==> src/hdl/acc_pkg.sv <==
// Shared constants and types for the converter control block
`default_nettype none
package acc_pkg;
  // Register port, result, counter and prescaler widths
  localparam int unsigned ADDR_W = 6;
  localparam int unsigned DATA_W = 8;
  localparam int unsigned RES_W  = 10;
  localparam int unsigned CNT_W  = 5;
  localparam int unsigned PRE_W  = 8;

  // Register offsets
  localparam logic [ADDR_W-1:0] RESULT_LOW_ADDR  = 6'h04;
  localparam logic [ADDR_W-1:0] RESULT_HIGH_ADDR = 6'h05;
  localparam logic [ADDR_W-1:0] CTRL_STATUS_ADDR = 6'h06;
  localparam logic [ADDR_W-1:0] INPUT_SEL_ADDR   = 6'h07;

  // Control/status field positions
  localparam int unsigned CS_ENABLE_BIT = 7;
  localparam int unsigned CS_START_BIT  = 6;
  localparam int unsigned CS_FREE_BIT   = 5;
  localparam int unsigned CS_DONE_BIT   = 4;
  localparam int unsigned CS_IE_BIT     = 3;
  localparam int unsigned CS_PRESC_LSB  = 0;

  // Input select field positions
  localparam int unsigned IS_REF_LSB  = 6;
  localparam int unsigned IS_LEFT_BIT = 5;
  localparam int unsigned IS_MUX_LSB  = 0;

  // Values after reset, and prescaler base divide
  localparam logic [2:0]       PRESC_RST  = 3'h0;
  localparam logic [RES_W-1:0] RESULT_RST = 10'h000;
  localparam logic [PRE_W-1:0] PRE_CNT_RST = 8'h00;
  localparam logic [PRE_W-1:0] PRE_BASE   = 8'h02;

  // Conversion lengths and sampling lead in converter clock cycles, top result bit
  localparam logic [CNT_W-1:0] NORM_CONV_CYCLES = 5'd13;
  localparam logic [CNT_W-1:0] EXT_CONV_CYCLES  = 5'd25;
  localparam logic [CNT_W-1:0] SAR_LEAD         = 5'd11;
  localparam logic [CNT_W-1:0] TOP_BIT          = 5'd9;

  // Reference selection codes
  localparam logic [1:0] REF_SUPPLY  = 2'h0;
  localparam logic [1:0] REF_PIN     = 2'h1;
  localparam logic [1:0] REF_INT     = 2'h2;
  localparam logic [1:0] REF_INT_CAP = 2'h3;

  // Conversion engine states
  typedef enum logic [2:0] {
    ACC_IDLE  = 3'b001,
    ACC_ARMED = 3'b010,
    ACC_CONV  = 3'b100
  } acc_state_e;

  // Requested or active selection
  typedef struct packed {
    logic [1:0] ref_sel;
    logic [2:0] mux;
  } acc_sel_s;

  // Analog routing controls
  typedef struct packed {
    logic [1:0] ref_sel;
    logic       ref_to_pin;
    logic [1:0] channel;
    logic       gain_bypass;
    logic       gain_20x;
    logic       neg_is_pos;
  } acc_route_s;
endpackage
`default_nettype wire

==> src/hdl/acc_prescaler.sv <==
// Converter clock prescaler producing one-cycle tick pulses
`default_nettype none
module acc_prescaler (
  input  wire logic       clk_sys_in,  // System clock
  input  wire logic       rst_in,      // Synchronous reset
  input  wire logic       run_in,      // Converter enabled
  input  wire logic [2:0] sel_in,      // Division select
  output logic            tick_out     // Converter clock edge
);
  import acc_pkg::*;

  logic [PRE_W-1:0] cnt_reg;   // Division counter
  logic [PRE_W-1:0] cnt_next;
  logic             tick_reg;  // Registered tick
  logic             tick_next;
  logic [PRE_W-1:0] last_cnt;  // Terminal count

  // Count up to the selected divide, held at zero while stopped
  always_comb begin
    last_cnt  = PRE_W'((PRE_BASE << sel_in) - PRE_W'(1));
    cnt_next  = cnt_reg + PRE_W'(1);
    tick_next = 1'b0;
    if (!run_in) begin
      cnt_next = PRE_CNT_RST;
    end else if (cnt_reg >= last_cnt) begin
      cnt_next  = PRE_CNT_RST;
      tick_next = 1'b1;
    end
  end

  // Register the counter and tick
  always_ff @(posedge clk_sys_in) begin
    if (rst_in) begin
      cnt_reg  <= PRE_CNT_RST;
      tick_reg <= 1'b0;
    end else begin
      cnt_reg  <= cnt_next;
      tick_reg <= tick_next;
    end
  end

  assign tick_out = tick_reg;
endmodule
`default_nettype wire

==> src/hdl/acc_top.sv <==
// Successive approximation converter control with locked result registers
//
// Chosen here: the register addresses and the plain strobed port.
`default_nettype none
// How it works
// - Ten-bit successive approximation of selected input
// - Code zero is ground, top is reference minus step
// - Two-bit field picks supply, pin or internal reference
// - Differential pair amplified by one or twenty
// - Single-ended inputs bypass the gain amplifier
// - Same input on both sides measures offset
// - Free-run bit selects single or continuous mode
// - Free run refreshes results without new starts
// - Nothing happens until the enable bit is set
// - Start bit reads one while converting, then clears in single mode
// - Selection changes apply after current conversion
// - Result right-aligned, or left-aligned when selected
// - Low byte read locks both result registers
// - Completion while locked discards the new result
// - High byte read unlocks the result registers
// - Done flag set on every completion, even discarded
// - Thirteen cycles normally, twenty-five when extended
// - Completion writes result if unlocked, sets flag, clears start in single mode
// - Free run restarts immediately while start stays set
// - Prescaler runs only while enabled
module acc_top (
  input  wire logic                       clk_sys_in,        // System clock
  input  wire logic                       rst_in,            // Synchronous reset
  input  wire logic [acc_pkg::ADDR_W-1:0] addr_in,           // Register address
  input  wire logic [acc_pkg::DATA_W-1:0] wdata_in,          // Write data
  input  wire logic                       wr_in,             // Write strobe
  input  wire logic                       rd_in,             // Read strobe
  input  wire logic                       cmp_in,            // Comparator from analog core
  input  wire logic                       irq_ack_in,        // Interrupt serviced
  output logic [acc_pkg::DATA_W-1:0]      rdata_out,         // Read data, cycle after strobe
  output logic                            irq_out,           // Conversion complete request
  output logic [acc_pkg::RES_W-1:0]       dac_code_out,      // Trial code to internal DAC
  output logic                            sample_hold_out,   // Sample phase active
  output logic                            analog_enable_out, // Analog power on
  output acc_pkg::acc_route_s             route_out          // Reference and mux routing
);
  import acc_pkg::*;

  // Register file state
  logic             enable_reg, enable_next;   // Converter enable
  logic             start_reg, start_next;     // Conversion start / busy
  logic             free_reg, free_next;       // Free-running select
  logic             done_reg, done_next;       // Conversion done flag
  logic             ie_reg, ie_next;           // Interrupt enable
  logic [2:0]       presc_reg, presc_next;     // Prescaler select
  acc_sel_s         sel_req_reg, sel_req_next; // Requested selection
  logic             left_reg, left_next;       // Left alignment
  logic [RES_W-1:0] result_reg, result_next;   // Stored conversion result
  logic             lock_reg, lock_next;       // Result lock
  logic [DATA_W-1:0] rdata_reg, rdata_next;    // Read data
  logic             irq_reg, irq_next;         // Interrupt output

  // Conversion engine state
  acc_state_e       state_reg, state_next;     // Engine state
  logic [CNT_W-1:0] cnt_reg, cnt_next;         // Cycle within conversion
  logic [CNT_W-1:0] len_reg, len_next;         // Length of this conversion
  logic [RES_W-1:0] sar_reg, sar_next;         // Approximation register
  acc_sel_s         act_reg, act_next;         // Selection in effect
  logic             first_reg, first_next;     // Next conversion extended
  logic             phase_reg, phase_next;     // Converter clock parity
  logic             sh_reg, sh_next;           // Sample phase
  logic             aen_reg, aen_next;         // Analog enable
  acc_route_s       route_reg, route_next;     // Routing outputs

  // Comparator synchroniser
  logic             cmp_s1_reg, cmp_s2_reg, cmp_s3_reg; // Three-stage chain
  logic             cmp_lvl_reg, cmp_lvl_next;          // Accepted level

  // Decodes and events
  logic             tick;      // Converter clock edge
  logic             wr_cs;     // Write to control/status
  logic             wr_is;     // Write to input select
  logic             rd_low;    // Read of result low byte
  logic             rd_high;   // Read of result high byte
  logic             done_evt;  // Conversion finishes this cycle
  logic             capture;   // Take selection and arm
  logic             ext;       // Captured conversion is extended
  logic [CNT_W-1:0] s0;        // First resolving cycle
  logic [CNT_W-1:0] offs;      // Resolving step number
  logic [3:0]       bidx;      // Bit being resolved

  // Prescaler held in reset while disabled
  acc_prescaler u_prescaler (
    .clk_sys_in (clk_sys_in),
    .rst_in     (rst_in),
    .run_in     (enable_reg),
    .sel_in     (presc_reg),
    .tick_out   (tick)
  );

  // Bus strobe decode
  always_comb begin
    wr_cs   = wr_in && (addr_in == CTRL_STATUS_ADDR);
    wr_is   = wr_in && (addr_in == INPUT_SEL_ADDR);
    rd_low  = rd_in && (addr_in == RESULT_LOW_ADDR);
    rd_high = rd_in && (addr_in == RESULT_HIGH_ADDR);
    done_evt = (state_reg == ACC_CONV) && tick && (cnt_reg == len_reg - CNT_W'(1));
  end

  // Comparator accepted when the last two stages agree
  always_comb begin
    cmp_lvl_next = cmp_lvl_reg;
    if (cmp_s2_reg == cmp_s3_reg) begin
      cmp_lvl_next = cmp_s2_reg;
    end
  end

  // Synchroniser registers
  always_ff @(posedge clk_sys_in) begin
    if (rst_in) begin
      cmp_s1_reg  <= 1'b0;
      cmp_s2_reg  <= 1'b0;
      cmp_s3_reg  <= 1'b0;
      cmp_lvl_reg <= 1'b0;
    end else begin
      cmp_s1_reg  <= cmp_in;
      cmp_s2_reg  <= cmp_s1_reg;
      cmp_s3_reg  <= cmp_s2_reg;
      cmp_lvl_reg <= cmp_lvl_next;
    end
  end

  // Register file next values
  always_comb begin
    enable_next  = enable_reg;
    start_next   = start_reg;
    free_next    = free_reg;
    done_next    = done_reg;
    ie_next      = ie_reg;
    presc_next   = presc_reg;
    sel_req_next = sel_req_reg;
    left_next    = left_reg;
    result_next  = result_reg;
    lock_next    = lock_reg;
    rdata_next   = '0;
    // Control/status write
    if (wr_cs) begin
      enable_next = wdata_in[CS_ENABLE_BIT];
      free_next   = wdata_in[CS_FREE_BIT];
      ie_next     = wdata_in[CS_IE_BIT];
      presc_next  = wdata_in[CS_PRESC_LSB +: 3];
    end
    // Hardware clears start at single-mode completion
    if (done_evt && !free_reg) begin
      start_next = 1'b0;
    end
    // Software start wins over the hardware clear
    if (wr_cs && wdata_in[CS_START_BIT] && wdata_in[CS_ENABLE_BIT]) begin
      start_next = 1'b1;
    end
    // Disabling aborts any conversion
    if (!enable_next) begin
      start_next = 1'b0;
    end
    // Flag cleared by write of one or by service
    if ((wr_cs && wdata_in[CS_DONE_BIT]) || irq_ack_in) begin
      done_next = 1'b0;
    end
    // Completion sets the flag even when discarded, set wins
    if (done_evt) begin
      done_next = 1'b1;
    end
    // Selection write, held until the engine captures it
    if (wr_is) begin
      sel_req_next.ref_sel = wdata_in[IS_REF_LSB +: 2];
      sel_req_next.mux     = wdata_in[IS_MUX_LSB +: 3];
      left_next            = wdata_in[IS_LEFT_BIT];
    end
    // Result written only when unlocked
    if (done_evt && !lock_reg && !rd_low) begin
      result_next = sar_reg;
    end
    // Lock on low read, release on high read
    if (rd_low) begin
      lock_next = 1'b1;
    end else if (rd_high) begin
      lock_next = 1'b0;
    end
    // Read mux, alignment applied at read time
    if (rd_in) begin
      case (addr_in)
        RESULT_LOW_ADDR: begin
          rdata_next = left_reg ? {result_reg[1:0], 6'h00} : result_reg[7:0];
        end
        RESULT_HIGH_ADDR: begin
          rdata_next = left_reg ? result_reg[9:2] : {6'h00, result_reg[9:8]};
        end
        CTRL_STATUS_ADDR: begin
          rdata_next = {enable_reg, start_reg, free_reg, done_reg, ie_reg, presc_reg};
        end
        INPUT_SEL_ADDR: begin
          rdata_next = {sel_req_reg.ref_sel, left_reg, 2'b00, sel_req_reg.mux};
        end
        default: begin
          rdata_next = '0;
        end
      endcase
    end
    irq_next = done_next && ie_next;
  end

  // Register file registers
  always_ff @(posedge clk_sys_in) begin
    if (rst_in) begin
      enable_reg  <= 1'b0;
      start_reg   <= 1'b0;
      free_reg    <= 1'b0;
      done_reg    <= 1'b0;
      ie_reg      <= 1'b0;
      presc_reg   <= PRESC_RST;
      sel_req_reg <= '0;
      left_reg    <= 1'b0;
      result_reg  <= RESULT_RST;
      lock_reg    <= 1'b0;
      rdata_reg   <= '0;
      irq_reg     <= 1'b0;
    end else begin
      enable_reg  <= enable_next;
      start_reg   <= start_next;
      free_reg    <= free_next;
      done_reg    <= done_next;
      ie_reg      <= ie_next;
      presc_reg   <= presc_next;
      sel_req_reg <= sel_req_next;
      left_reg    <= left_next;
      result_reg  <= result_next;
      lock_reg    <= lock_next;
      rdata_reg   <= rdata_next;
      irq_reg     <= irq_next;
    end
  end

  // Conversion engine next values
  always_comb begin
    state_next = state_reg;
    cnt_next   = cnt_reg;
    len_next   = len_reg;
    sar_next   = sar_reg;
    act_next   = act_reg;
    first_next = first_reg;
    phase_next = phase_reg;
    sh_next    = sh_reg;
    aen_next   = enable_reg;
    capture    = 1'b0;
    s0         = len_reg - SAR_LEAD;
    offs       = cnt_reg - s0;
    bidx       = 4'(TOP_BIT - offs);
    // Extended after enable, reference change or new differential pair
    ext = first_reg || (sel_req_reg.ref_sel != act_reg.ref_sel) ||
          (sel_req_reg.mux[2] && (sel_req_reg.mux != act_reg.mux));
    if (tick) begin
      phase_next = !phase_reg;
    end
    case (state_reg)
      ACC_IDLE: begin
        if (start_reg) begin
          capture = 1'b1;
        end
      end
      ACC_ARMED: begin
        // Differential conversions start on every other converter edge
        if (tick && (!act_reg.mux[2] || !phase_reg)) begin
          state_next = ACC_CONV;
          cnt_next   = '0;
          sar_next   = '0;
          sh_next    = 1'b1;
        end
      end
      ACC_CONV: begin
        if (done_evt) begin
          sh_next = 1'b0;
          if (free_reg && start_next) begin
            capture = 1'b1;
          end else begin
            state_next = ACC_IDLE;
          end
        end else if (tick) begin
          cnt_next = cnt_reg + CNT_W'(1);
          // End of sampling, first trial bit
          if (cnt_reg + CNT_W'(1) == s0) begin
            sh_next           = 1'b0;
            sar_next[RES_W-1] = 1'b1;
          end
          // Keep bit when input is above trial, then try next
          if (cnt_reg >= s0) begin
            sar_next[bidx] = cmp_lvl_reg;
            if (bidx != 4'd0) begin
              sar_next[bidx-4'd1] = 1'b1;
            end
          end
        end
      end
      default: begin
        state_next = ACC_IDLE;
      end
    endcase
    // Selection taken only between conversions
    if (capture) begin
      state_next = ACC_ARMED;
      act_next   = sel_req_reg;
      len_next   = ext ? EXT_CONV_CYCLES : NORM_CONV_CYCLES;
      first_next = 1'b0;
    end
    // Disabled converter stays idle and forgets its history
    if (!enable_reg) begin
      state_next = ACC_IDLE;
      phase_next = 1'b0;
      first_next = 1'b1;
      sh_next    = 1'b0;
      cnt_next   = '0;
    end
    // Routing decode, inactive until enabled
    route_next             = '0;
    if (enable_reg) begin
      route_next.ref_sel     = act_next.ref_sel;
      route_next.ref_to_pin  = (act_next.ref_sel == REF_PIN) || (act_next.ref_sel == REF_INT_CAP);
      route_next.channel     = act_next.mux[2] ? 2'd2 : act_next.mux[1:0];
      route_next.gain_bypass = !act_next.mux[2];
      route_next.gain_20x    = act_next.mux[2] && act_next.mux[0];
      route_next.neg_is_pos  = act_next.mux[2] && !act_next.mux[1];
    end
  end

  // Conversion engine registers
  always_ff @(posedge clk_sys_in) begin
    if (rst_in) begin
      state_reg <= ACC_IDLE;
      cnt_reg   <= '0;
      len_reg   <= NORM_CONV_CYCLES;
      sar_reg   <= '0;
      act_reg   <= '0;
      first_reg <= 1'b1;
      phase_reg <= 1'b0;
      sh_reg    <= 1'b0;
      aen_reg   <= 1'b0;
      route_reg <= '0;
    end else begin
      state_reg <= state_next;
      cnt_reg   <= cnt_next;
      len_reg   <= len_next;
      sar_reg   <= sar_next;
      act_reg   <= act_next;
      first_reg <= first_next;
      phase_reg <= phase_next;
      sh_reg    <= sh_next;
      aen_reg   <= aen_next;
      route_reg <= route_next;
    end
  end

  // Outputs straight from registers
  assign rdata_out         = rdata_reg;
  assign irq_out           = irq_reg;
  assign dac_code_out      = sar_reg;
  assign sample_hold_out   = sh_reg;
  assign analog_enable_out = aen_reg;
  assign route_out         = route_reg;
endmodule
`default_nettype wire
==> config.mk <==
export PLATFORM = sky130hd
export DESIGN_NAME = acc_top
export DESIGN_NICKNAME = d
export VERILOG_FILES = /design/src/hdl/acc_pkg.sv /design/src/hdl/acc_prescaler.sv /design/src/hdl/acc_top.sv
export SDC_FILE = /design/constraint.sdc
export NUM_CORES = 1
export LEC_CHECK = 0
export ABC_AREA = 1
export BUFFER_PORTS_ARGS = -buffer_cell sky130_fd_sc_hd__buf_2
export CAP_MARGIN = 20
export CORE_ASPECT_RATIO = 1.5
export CORE_MARGIN = 2
export CORE_UTILIZATION = 50
export CTS_BUF_LIST = sky130_fd_sc_hd__clkbuf_16
export CTS_CLUSTER_SIZE = 25
export DETAILED_ROUTE_END_ITERATION = 8
export PLACE_DENSITY = 0.78
export SYNTH_ARGS = -nofsm -noshare
export SYNTH_HDL_FRONTEND = slang
export SYNTH_SLANG_ARGS = --single-unit
==> constraint.sdc <==
create_clock -name clk_sys_in -period 3.9 [get_ports clk_sys_in]
set_clock_uncertainty 0.15 [all_clocks]
set_input_delay 0.585 -clock clk_sys_in [delete_from_list [all_inputs] [get_ports clk_sys_in]]
set_output_delay 0.585 -clock clk_sys_in [all_outputs]
set_load 0.02 [all_outputs]
; Word-level counts from Yosys, hierarchy flattened
; Cells that the tools add are included.
[word_totals]
regBits = 87
input_bits = 20
output_inout_bits = 29
wordCells = 177
[op_classes]
n_addsub = 8
magnitude_cmp = 6
eq_ne = 26
n_shift = 1
muxes = 49
n_bitwise = 4
reduce_logical = 45
[op_table]
columns = operator, n
row1 = $mux 10, 5
row2 = $pmux 8 s4, 1
row3 = $mux 5, 5
row4 = $eq 6x3->1 const B, 4
row5 = $mux 1, 23
row6 = $logic_and 1x1->1, 20
row7 = $pmux 10 s2, 1
row8 = $mux 8, 2
row9 = $reduce_and 4->1, 4
row10 = $bwmux 10, 1
row11 = $eq 5x5->1, 2
row12 = $lt 4x5->1 const B, 2
row13 = $ne 2x2->1 const B, 5
row14 = $or 10x10->10, 1
row15 = $pmux 5 s2, 1
row16 = $mux 3, 3
row17 = $ne 3x3->1 const B, 3
row18 = $pmux 3 s3, 1
row19 = $reduce_or 3->1, 3
row20 = $add 8x1->8 const B, 1
row21 = $demux 1 s4, 2
row22 = $ge 4x1->1 const B, 2
row23 = $ge 8x8->1, 1
row24 = $shl 2x3->8 const A, 1
row25 = 27 further kinds, 45

; Longest topological paths before layout
; Gate-level depths: netlist (run 1).
[logic_depth]
ltp_word = 14
ltp_mapped = 14
mapped_depth_nobuf = 14

; By module
; A second synthesis (run 1) with hierarchy kept.
[unflattened]
hier_cells = 576
area_unflattened_um2 = 4206.5
[modules_own_cells]
columns = module, instances, cells_per_inst, area_per_inst_um2, seq_area_each_um2
row1 = acc_top, 1, 487, 3578.4, 1481.4
row2 = acc_prescaler, 1, 89, 628.1, 180.2

; Least setup slack after synthesis (run 1)
; Ideal clock, no wire load.
[synth_path]
path_type = register to register
start = register cnt_reg[3]
end = register sar_reg[9] (netlist: dac_code_out[9])
setup_time_ns = 0.070
t_arrival_ns = 1.953
t_required_ns = 3.680
path_slack_ns = 1.727
path_stages_with_launch = 14
path_buffers = 0
synth_period_minus_slack_ns = 2.173
cell_sequence = dfxtp_1 > ha_1 > xor2_1 > inv_1 > ha_1 > nand2_1 > inv_1 > nor2_1 > inv_1 > o31ai_1 > nand2_1 > nand2_1 > nand2_1 > a21oi_1
[synth_between]
elab_chain_cells = 13
elab_cells_between_ends = 32
cone_classes = add/sub: 4 / order compare: 5 / eq/ne: 3 / mux: 14 / bitwise: 1 / reduce/logical: 5
[synth_lines]
columns = element, line
row1 = "start, declared", acc_top.sv:60  ; logic [CNT_W-1:0] cnt_reg, cnt_next;
row2 = "start signal, assigned", acc_top.sv:344  ; cnt_reg <= cnt_next;
row3 = $sub 4x4->4 or $add 5x1->5 (tied branches), "acc_top.sv:251, acc_top.sv:285"
row4 = $sub 4x4->4 or $eq 5x5->1 (tied branches), "acc_top.sv:252, acc_top.sv:285"
row5 = "$sub 4x1->4, or another cell as far along", acc_top.sv:293  ; sar_next[bidx-4'd1] = 1'b1;
row6 = "$lt 4x5->1 (implied by the code), or another cell as far along", acc_top.sv:293
row7 = "$logic_and 1x1->1 (implied by the code), or another cell as far along", acc_top.sv:293
row8 = "$mux 1 (implied by the code), or another cell as far along", acc_top.sv:293
row9 = $demux 1 s4 or $bwmux 10 (tied branches), "acc_top.sv:293, acc_top.sv:291"
row10 = $or 10x10->10 (no source line), n/a
row11 = $mux 10, acc_top.sv:292  ; if (bidx != 4'd0) begin
row12 = $mux 10, acc_top.sv:290  ; if (cnt_reg >= s0) begin
row13 = $mux 10, acc_top.sv:282  ; end else if (tick) begin
row14 = $mux 10, acc_top.sv:275  ; if (done_evt) begin
row15 = $pmux 10 s2, acc_top.sv:259  ; case (state_reg)
row16 = "end signal, assigned", acc_top.sv:346  ; sar_reg <= sar_next;
row17 = "end, declared", acc_top.sv:62  ; logic [RES_W-1:0] sar_reg, sar_next;
; Several ways; a longest one is shown, not always the timed one. The select of a mux whose other input is x is not followed.
; A chain may end at the register's enable or synchronous reset.

; Worst setup path after layout (run 1)
[layout_path]
start = register len_reg[2]
end = register sar_reg[9] (netlist: dac_code_out[9])
[layout_between]
elab_chain_cells = 14
elab_cells_between_ends = 33
cone_classes = add/sub: 5 / order compare: 5 / eq/ne: 3 / mux: 14 / bitwise: 1 / reduce/logical: 5
[layout_lines]
columns = element, line
row1 = "start, declared", acc_top.sv:61  ; logic [CNT_W-1:0] len_reg, len_next;
row2 = "start signal, assigned", acc_top.sv:345  ; len_reg <= len_next;
row3 = $sub 5x4->5, acc_top.sv:250  ; s0 = len_reg - SAR_LEAD;
row4 = $sub 4x4->4, acc_top.sv:251  ; offs = cnt_reg - s0;
row5 = $sub 4x4->4, acc_top.sv:252  ; bidx = 4'(TOP_BIT - offs);
row6 = "$sub 4x1->4, or another cell as far along", acc_top.sv:293
row7 = "$lt 4x5->1 (implied by the code), or another cell as far along", acc_top.sv:293
row8 = $logic_and 1x1->1 (implied by the code) or $mux 1 (tied branches), "acc_top.sv:293, acc_top.sv:291"
row9 = $mux 1 (implied by the code) or $demux 1 s4 (tied branches), "acc_top.sv:293, acc_top.sv:291"
row10 = $demux 1 s4 or $bwmux 10 (tied branches), "acc_top.sv:293, acc_top.sv:291"
row11 = $or 10x10->10 (no source line), n/a
row12 = $mux 10, acc_top.sv:292
row13 = $mux 10, acc_top.sv:290
row14 = $mux 10, acc_top.sv:282
row15 = $mux 10, acc_top.sv:275
row16 = $pmux 10 s2, acc_top.sv:259
; Several ways; a longest one is shown, not always the timed one. The select of a mux whose other input is x is not followed.

==> run_results.csv, run 1 <==
group,metric,value,unit
drt,drt_iter0_drc,261,
setup_path,worst_path_most_repeated_cell,"nand2_1",
placement,hpwl,7.71,mm
floorplan,placementRows,40,
min_path,holdPathStages,2,
layout,stdcell_area,0.00482,mm^2
setup_path,rr_worst_depth,13,
clock_tree,cts_tree,"built",
pwr,power,1.86,mW
grt,grt_max_degree,27,
timing,fmax,392,MHz
clock_tree,ctsHoldBuffers,0,
timing,period_needed,2.55,ns
setup_path,start_kind,"flip-flop",
setup_path,slowest_stage,"dfxtp_1",
layout,seq_area,0.00166,mm^2
layout,final_common_cell,"nand2_1",
grt,antenna_found_initial,0,
logic_synthesis,ys_warn_count,0,
logic_synthesis,synth_compound_area_share,17.1,%
layout,diodes,0,
clock_tree,cts_resized,0,
logic_synthesis,syn_avg_cell_area,7.28,um^2
timing,max_slew_margin,43.6,%
grt,grt-ovfl-total,0,
drt,vias,3911,
layout,layout.nets,659,
timing,tightest_slew,0.843,ns
clock_tree,cts_buffers,9,
grt,gr-usage-all-layers,23.4,%
timing,hold_violations,0,
grt,first_global_vias,3714,
placement,place.gp.congestion,0.984,
clock_tree,cts.sinks,83,
timing,holdWs,0.261,ns
layout,drive_gt1_share,15.7,%
setup_path,critPathTopFamily,"adder cells",
drt,drt-total-wl,10.3,mm
placement,placed_cell_area,0.00448,mm^2
setup_path,endpoint_kind,"flip-flop",
grt,grt_pass1_wl,16.6,mm
timing,setup-tns-final,0,ns
drt,drtAntennaViolNets,0,
logic_synthesis,seq_area_frac_synth,40.0,%
setup_path,worstPathRequired,4.03,ns
clock_tree,htreeDepth,3,
clock_tree,clkSlewWorstSetupHoldPaths,0.06,ns
logic_synthesis,synth_edf_count,0,
logic_synthesis,synth-xor-area-share,2.11,%
logic_synthesis,synth.cell_area,0.00416,mm^2
job,cap_violations,0,
clock_tree,clock_path_buffers,2,
logic_synthesis,synth-main-ff-cell,"dfxtp_1",
layout,multiInputGateArea,0.00213,mm^2
floorplan,initial_core_util,51.6,%
layout,layout_common_cells,"nand2_1, dfxtp_1, inv_1, a21oi_1, buf_2",
floorplan,dieArea,0.00908,mm^2
layout,syn_to_final_growth,15.9,%
logic_synthesis,synth_top_family_by_area,"simple AND/OR/NAND/NOR gates",
drt,drt-pass1-iter-count,4,
clock_tree,clockRootBuffer,"clkbuf_16",
layout,n_fill_cell,761,
drt,wl_per_cell,14.1,um
status,status,"completed",
setup_path,cp_cell_sequence,"ha_1 -> xor2_1 -> inv_1 -> ha_1 -> nand2_1 -> inv_1 -> nor2_1 -> inv_1 -> o31ai_1 -> nand2_1 -> nand2_1 -> nand2_1 -> a21oi_1",
timing,maxSlewViolCount,0,
min_path,holdCritPathClass,"reg2reg",
floorplan,num_io_pins,49,
pwr,ir_worst_vdd,0.279,mV
logic_synthesis,synth-adder-area-share,6.02,%
timing,rsz0062_at_grt,"no",
setup_path,crit_cells,13,
clock_tree,insertion_delay,0.34,ns
setup_path,crit_arrival,2.68,ns
floorplan,core,0.00806,mm^2
logic_synthesis,synth.area.mux_share,0,%
logic_synthesis,syn_inst,571,
timing,finalSetupViolCount,0,
floorplan,die_y,116,um
setup_path,cp_max_fo,6,
timing,fin_crit_sh,65.4,%
logic_synthesis,syn-num-nets,611,
setup_path,path_buf_inv,3,
pwr,power_density,386,mW/mm^2
drt,avgViaCountPerCell,5.36,
setup_path,critPathMaxStageDelay,0.44,ns
logic_synthesis,synth-seq-cells,83,
logic_synthesis,synth-simple-area-share,25.9,%
pwr,leakage,2.12,nW
logic_synthesis,netlist-cell-type-count,46,
clock_tree,cts_setup_buffers,0,
floorplan,die_w,78.5,um
setup_path,crit_type,"reg2reg",
drt,drc_errors,0,
logic_synthesis,synthArstFlopShare,0,%
placement,portBuffers,48,
## Yosys cell counts, drive strengths merged, types with 2 or more instances
master    n  area share (%)
xnor2     2            0.42
ha       20             6.0
nand3    43             5.5
nand4     7             1.4
inv      78             7.1
o31ai     2            0.36
buf       5            0.78
xor2      8             1.7
dfxtp    83              40
a221oi    3            0.63
o21ai    45             5.5
clkinv    3            0.27
o211ai    3            0.66
nand2   122              12
a21oi    66             8.1
o22ai     3            0.45
or2       2            0.30
nor2     52             5.9
clkbuf    8            0.75
nor3      6            0.72
## final cells by class
cell class	instances	area share, %
Tap cell	105	2.72
Sequential cell	83	34.5
Inverter	81	6.36
Clock inverter	7	2.39
Clock buffer	9	4.67
Timing Repair Buffer	50	5.29
Multi-Input combinational cell	394	44.1
## metal layers
| metal | GRT usage [%] | share of wire (%) | vias to the layer above |
|---|---|---|---|
| met1 | 24.4 | 40 | 1815 |
| li1 | - | - | 1967 |
| met5 | 0 | 0 | - |
| met2 | 44.7 | 53 | 103 |
| met3 | 4.21 | 3.7 | 26 |
| met4 | 11.2 | 3.1 | 0 |
## path summary, 6_finish.rpt
path | endpoint | start | slack [ns]
setup / recovery | dac_code_out[9]$_SDFFE_PP0P_ | len_reg[2]$_SDFFE_PP1P_ | 1.35
hold / removal | cmp_s2_reg$_SDFF_PP0_ | cmp_s1_reg$_SDFF_PP0_ | 0.26
setup reg to reg | dac_code_out[9]$_SDFFE_PP0P_ | len_reg[2]$_SDFFE_PP1P_ | 1.35
hold reg to reg | cmp_s2_reg$_SDFF_PP0_ | cmp_s1_reg$_SDFF_PP0_ | 0.26
## tightest hold or removal path, delay by kind of cell, from the launching register on
family / cells / cell delay (ns)
buffers and inverters: 1 / 0.04
and+or+nand+nor: 1 / 0.03
DFF: 1 / 0.30
## metrics by stage
step,worst slack (ns),instances,util (%)
2_1_floorplan,1.73,571,-
3_3_place_gp,1.46,713,55.6
3_5_place_dp,1.43,713,55.6
4_1_cts,1.37,729,59.8
5_1_grt,1.09,729,59.8
6_report,1.35,729,59.8
## where the power goes
group	switching [mW]	internal [mW]	leakage, nW	total, mW
sequential	0.00161	0.850	0.669	0.852
clock	0.345	0.624	0.163	0.969
combinational	0.0268	0.0133	1.29	0.0401
total	0.373	1.49	2.12	1.86
## kinds of logic after synthesis
| family | Yosys count |
|---|---|
| AO/OA/AOI/OAI | 129 |
| XOR/XNOR | 10 |
| adder cells (fa/ha/maj) | 20 |
| buffers and inverters | 94 |
| flip-flops | 83 |
| AND/OR/NAND/NOR | 235 |
(Power assumes the default switching activity.)
==> run 2, diff against run 1 <==
--- a/config.mk
+++ b/config.mk
@@ -5,7 +5,7 @@
 export SDC_FILE = /design/constraint.sdc
 export NUM_CORES = 1
 export LEC_CHECK = 0
-export ABC_AREA = 1
+export ABC_AREA = 0
 export BUFFER_PORTS_ARGS = -buffer_cell sky130_fd_sc_hd__buf_2
 export CAP_MARGIN = 20
 export CORE_ASPECT_RATIO = 1.5
==> constraint.sdc (replaced) <==
create_clock -name clk_sys_in -period 2.4 [get_ports clk_sys_in]
set_clock_uncertainty 0.15 [all_clocks]
set_input_delay 0.36 -clock clk_sys_in [delete_from_list [all_inputs] [get_ports clk_sys_in]]
set_output_delay 0.36 -clock clk_sys_in [all_outputs]
set_load 0.02 [all_outputs]
==> run 2 against run 1 <==
Against the previous run: die area increased by 2.8%; clock power increased by 26%; combinational power increased by 88%; worst setup slack got worse by 1.2 ns; sequential share of layout area decreased by 1.3 points; via count decreased by 2.8%; first-iteration DRC count decreased by 11%; fmax increased by 14%; synthesized cell count decreased by 15%.
==> run_results.csv, run 2 <==
group,metric,value,unit
status,status,"completed",
pwr,power,2.68,mW
setup_path,critPathTopFamily,"simple AND/OR/NAND/NOR gates",
clock_tree,clock_path_buffers,2,
logic_synthesis,syn_inst,485,
pwr,leakage,2.07,nW
placement,hpwl,7.53,mm
timing,maxSlewViolCount,0,
drt,drc_errors,0,
logic_synthesis,seq_area_frac_synth,38.8,%
timing,max_slew_margin,54.0,%
clock_tree,clockRootBuffer,"clkbuf_16",
grt,antenna_found_initial,0,
logic_synthesis,syn-num-nets,525,
grt,grt_max_degree,51,
drt,drtAntennaViolNets,0,
logic_synthesis,synth.area.top_cells,"dfxtp_1, ha_1, mux2i_1",
setup_path,slowest_stage,"dfxtp_1",
logic_synthesis,synthArstFlopShare,0,%
floorplan,num_io_pins,49,
logic_synthesis,post-synth-top-count-cell,"dfxtp_1",
grt,gr-usage-all-layers,22.4,%
placement,place.gp.congestion,0.897,
setup_path,endpoint_kind,"flip-flop",
drt,avgViaCountPerCell,5.84,
timing,period_needed,2.23,ns
grt,first_global_vias,3621,
timing,rsz0062_at_grt,"yes",
floorplan,core,0.00836,mm^2
timing,hold_violations,0,
floorplan,die_w,79.5,um
placement,placed_cell_area,0.00469,mm^2
layout,drive_gt1_share,20.6,%
logic_synthesis,synth-main-ff-cell,"dfxtp_1",
setup_path,cp_cell_sequence,"inv_1 -> ha_1 -> nand3b_1 -> nor3_4 -> buf_4 -> nand3b_1 -> buf_4 -> mux2i_1 -> nor2_1",
drt,drt_iter0_drc,231,
layout,stdcell_area,0.00501,mm^2
logic_synthesis,netlist_top_cells_count,"dfxtp_1, nor2_1, nand2_1",
placement,placed_cells,633,
layout,final_common_cell,"dfxtp_1",
clock_tree,cts_tree,"built",
timing,tightest_slew,0.687,ns
logic_synthesis,ys_warn_count,0,
drt,wl_per_cell,15.7,um
grt,grt-ovfl-total,0,
logic_synthesis,syn_avg_cell_area,8.83,um^2
grt,grt_pass1_wl,16.7,mm
pwr,power_density,536,mW/mm^2
setup_path,critPathMaxStageDelay,0.35,ns
setup_path,start_kind,"flip-flop",
setup_path,path_buf_inv,3,
setup_path,cp_max_fo,10,
timing,fmax,448,MHz
pwr,ir_worst_vdd,0.406,mV
logic_synthesis,synth.cell_area,0.00428,mm^2
drt,drt-pass1-iter-count,5,
setup_path,crit_type,"reg2reg",
clock_tree,insertion_delay,0.34,ns
min_path,holdCritPathClass,"in2reg",
drt,drt-total-wl,10.2,mm
logic_synthesis,synth_edf_count,0,
floorplan,initial_core_util,51.2,%
layout,stdcell_count,651,
logic_synthesis,synth-seq-cells,83,
placement,post-place-ws,0.0220,ns
clock_tree,cts_buffers,9,
layout,syn_to_final_growth,17.1,%
logic_synthesis,synth_top_area_share,38.8,%
drt,vias,3800,
timing,finalSetupViolCount,0,
layout,layout.nets,579,
clock_tree,htreeDepth,3,
layout,diodes,0,
floorplan,placementRows,41,
timing,setup-tns-final,0,ns
clock_tree,clkSlewWorstSetupHoldPaths,0.06,ns
logic_synthesis,yosys.area.top_type,"dfxtp_1",
timing,fin_crit_sh,93.1,%
floorplan,die_y,117,um
layout,layout_common_cells,"dfxtp_1, buf_2, nor2_1, nand2_1, a21oi_1",
placement,portBuffers,48,
clock_tree,cts.sinks,83,
setup_path,crit_arrival,2.29,ns
logic_synthesis,netlist-cell-type-count,72,
floorplan,dieArea,0.00933,mm^2
setup_path,worstPathRequired,2.46,ns
timing,setup_slack,0.165,ns
job,cap_violations,0,
-- run 2: logic make-up (layout without fill, tap and decap cells) --
family,after synthesis,in the layout,share of synthesized area (%)
AOI/OAI and AO/OA,111,111,17.9
xor gates and xnor gates,18,18,3.68
adders and majority gates,20,20,5.85
buffers and inverters,42,101,4.18
DFF,83,83,38.8
muxes,31,31,7.42
and+or+nand+nor,180,180,22.2
-- run 2: layer usage --
metal,global-route usage (%),routed length [um]
met5,0,0
met4,12.0,414
met3,4.15,411
met2,38.2,5240
met1,25.8,4160
-- run 2: what timing repair did --
action	in CTS	in global routing
endpoints found under the setup margin	3	19
setup buffers	0	2
pin swaps	0	1
hold buffers	0	0
gates resized for setup	1	9
-- run 2: per-stage QoR --
step	util [%]	hold WS (ns)
2_1_floorplan	-	0.264
3_3_place_gp	56.1	0.273
3_5_place_dp	56.1	0.298
4_1_cts	59.2	0.103
5_1_grt	59.9	0.0970
6_report	59.9	0.0929
-- run 2: path summary, 6_finish.rpt --
check / from / endpoint / slack [ns] / depth (start not counted)
setup / recovery: len_reg[2]$_SDFFE_PP1P_ / result_reg[1]$_SDFFE_PP0P_ / 0.17 / 9
setup reg to reg: len_reg[2]$_SDFFE_PP1P_ / result_reg[1]$_SDFFE_PP0P_ / 0.17 / 9
hold reg to reg: cmp_s1_reg$_SDFF_PP0_ / cmp_s2_reg$_SDFF_PP0_ / 0.31 / 1
hold / removal: cmp_in / cmp_s1_reg$_SDFF_PP0_ / 0.09 / 2
-- run 2: worst register-to-register path, stage by stage (launching register included) --
cell	delay, ns
dfxtp_1	0.35
inv_1	0.06
ha_1	0.34
nand3b_1	0.27
nor3_4	0.26
buf_4	0.16
nand3b_1	0.08
buf_4	0.20
mux2i_1	0.18
nor2_1	0.06
-- run 2: power by group --
| part | leakage [nW] | total [mW] | switching, mW | internal [mW] |
|---|---|---|---|---|
| Clock | 0.131 | 1.22 | 0.539 | 0.686 |
| Sequential | 0.669 | 1.38 | 0.00282 | 1.38 |
| Combinational | 1.27 | 0.0755 | 0.0459 | 0.0296 |
-- run 2: layout make-up --
type	instances	area, um^2
Fill cell	676	3350
Multi-Input combinational cell	360	2480
Sequential cell	83	1660
Timing Repair Buffer	72	420
Clock buffer	9	225
Tap cell	107	134
Inverter	13	48.8
Clock inverter	7	38.8
==> run 3, diff against run 2 <==
--- a/config.mk
+++ b/config.mk
@@ -12,9 +12,11 @@
 export CORE_MARGIN = 2
 export CORE_UTILIZATION = 50
 export CTS_BUF_LIST = sky130_fd_sc_hd__clkbuf_16
+export CTS_CLUSTER_DIAMETER = 60
 export CTS_CLUSTER_SIZE = 25
 export DETAILED_ROUTE_END_ITERATION = 8
 export PLACE_DENSITY = 0.78
+export RECOVER_POWER = 100
 export SYNTH_ARGS = -nofsm -noshare
 export SYNTH_HDL_FRONTEND = slang
 export SYNTH_SLANG_ARGS = --single-unit
==> run 3 against run 2 <==
Against the previous run: via count fell by 0.82%; highest routed layer unchanged; worst setup slack got worse by 0.0099 ns; register-to-register slack barely moved; non-clock buffer count did not move; cell count did not move; power fell by 0.35%; critical endpoint is now dac_code_out[1]$_SDFFE_PP0P_.
==> run_results.csv, run 3 (synthesis gave the netlist of run 2 again) <==
group,metric,value,unit
status,status,"completed",
placement,place.gp.congestion,0.897,
drt,wl_per_cell,15.7,um
timing,maxSlewViolCount,0,
pwr,power_density,542,mW/mm^2
floorplan,core,0.00836,mm^2
grt,gr-usage-all-layers,22.4,%
drt,avgViaCountPerCell,5.79,
timing,fin_crit_sh,93.5,%
setup_path,crit_type,"reg2reg",
drt,drtAntennaViolNets,0,
clock_tree,cts_buffers,9,
setup_path,endpoint_kind,"flip-flop",
layout,n_fill_cell,703,
floorplan,die_w,79.5,um
drt,vias,3769,
drt,drt_iter0_drc,230,
floorplan,dieArea,0.00933,mm^2
layout,drive_gt1_share,13.8,%
floorplan,initial_core_util,51.2,%
layout,stdcell_count,651,
setup_path,worstPathRequired,2.48,ns
layout,seq_area,0.00166,mm^2
layout,diodes,0,
grt,first_global_vias,3621,
setup_path,worst_path_most_repeated_cell,"buf_4",
job,cap_violations,0,
floorplan,num_io_pins,49,
setup_path,cp_cell_sequence,"buf_4 -> xor2_1 -> ha_1 -> o21a_1 -> o2bb2ai_1 -> buf_4 -> o21ai_4 -> a21boi_0 -> o32ai_1",
timing,setup_slack,0.156,ns
setup_path,path_buf_inv,2,
placement,portBuffers,48,
grt,grt_max_degree,51,
clock_tree,clkSlewWorstSetupHoldPaths,0.06,ns
drt,drt-total-wl,10.2,mm
setup_path,start_kind,"flip-flop",
drt,drc_errors,0,
clock_tree,clockRootBuffer,"clkbuf_16",
layout,layout_common_cells,"dfxtp_1, nor2_1, nand2_1, a21oi_1, clkbuf_1",
layout,final_common_cell,"dfxtp_1",
setup_path,crit_arrival,2.32,ns
clock_tree,cts.sinks,83,
floorplan,die_y,117,um
timing,hold_violations,0,
grt,grt_pass1_wl,16.7,mm
setup_path,critPathMaxStageDelay,0.32,ns
placement,post-place-ws,0.0220,ns
timing,rsz0062_at_grt,"yes",
clock_tree,ctsHoldBuffers,0,
pwr,ir_worst_vdd,0.407,mV
pwr,leakage,1.92,nW
layout,syn_to_final_growth,15.4,%
drt,drt-pass1-iter-count,4,
setup_path,critPathTopFamily,"compound AO/OA/AOI/OAI gates",
placement,placed_cells,633,
clock_tree,insertion_delay,0.34,ns
setup_path,slowest_stage,"dfxtp_1",
layout,layout.nets,579,
timing,tightest_slew,0.688,ns
timing,fmax,446,MHz
grt,antenna_found_initial,0,
layout,multiInputGateArea,0.00246,mm^2
clock_tree,clock_path_buffers,2,
timing,max_slew_margin,54.0,%
floorplan,placementRows,41,
timing,finalSetupViolCount,0,
clock_tree,htreeDepth,3,
clock_tree,cts_tree,"built",
setup_path,cp_max_fo,6,
timing,period_needed,2.24,ns
grt,grt-ovfl-total,0,
min_path,holdCritPathClass,"in2reg",
placement,hpwl,7.53,mm
==> run 3: area by class of cell <==
class                   instances  share of cell area (%)
clock buffers                   9                    4.56
clock inverters                 7                   0.785
inverters                      13                   0.988
multi-input cells             360                    49.8
flip-flops and latches         83                    33.7
well taps                     107                    2.71
repair buffers                 72                    7.50
==> run 3: path summary, 6_finish.rpt <==
check | depth (start not counted) | endpoint | slack (ns) | from
worst max-delay path | 9 | dac_code_out[1]$_SDFFE_PP0P_ | 0.16 | len_reg[2]$_SDFFE_PP1P_
worst min-delay path | 2 | cmp_s1_reg$_SDFF_PP0_ | 0.10 | cmp_in
worst max register to register | 9 | dac_code_out[1]$_SDFFE_PP0P_ | 0.16 | len_reg[2]$_SDFFE_PP1P_
worst min register to register | 1 | cmp_s2_reg$_SDFF_PP0_ | 0.31 | cmp_s1_reg$_SDFF_PP0_
==> run 3: routing by layer <==
| layer | global-route usage, % | wire length, um | vias up |
|---|---|---|---|
| met5 | 0 | 0 | - |
| met4 | 12.0 | 385 | 0 |
| met3 | 4.15 | 411 | 26 |
| met2 | 38.2 | 5210 | 95 |
| met1 | 25.8 | 4200 | 1792 |
| li1 | - | - | 1856 |
==> run 3: repair_timing <==
action,4_1_cts,5_1_grt
setup buffers,0,2
resized for setup,1,9
gates cloned,0,0
setup endpoints to repair,3,19
pin swaps,0,1
==> run 3: report_power, final <==
group / leakage, nW / total [mW] / internal (mW) / switching, mW
combinational: 1.12 / 0.0719 / 0.0277 / 0.0442
clock: 0.131 / 1.22 / 0.686 / 0.533
sequential: 0.669 / 1.38 / 1.38 / 0.00282
total: 1.92 / 2.67 / 2.10 / 0.580
==> run 3: stage by stage <==
step           total power [mW]  util [%]  TNS (ns)  instance area, um^2  hold WS (ns)
4_1_cts                    2.70      59.2         0                 4950         0.103
3_3_place_gp               1.49      56.1         0                 4690         0.273
3_5_place_dp               1.49      56.1         0                 4690         0.298
6_report                   2.67      59.1         0                 4940         0.101
5_1_grt                    2.78      59.1   -0.0412                 4940        0.0970
2_1_floorplan              1.46         -         0                 4280         0.264
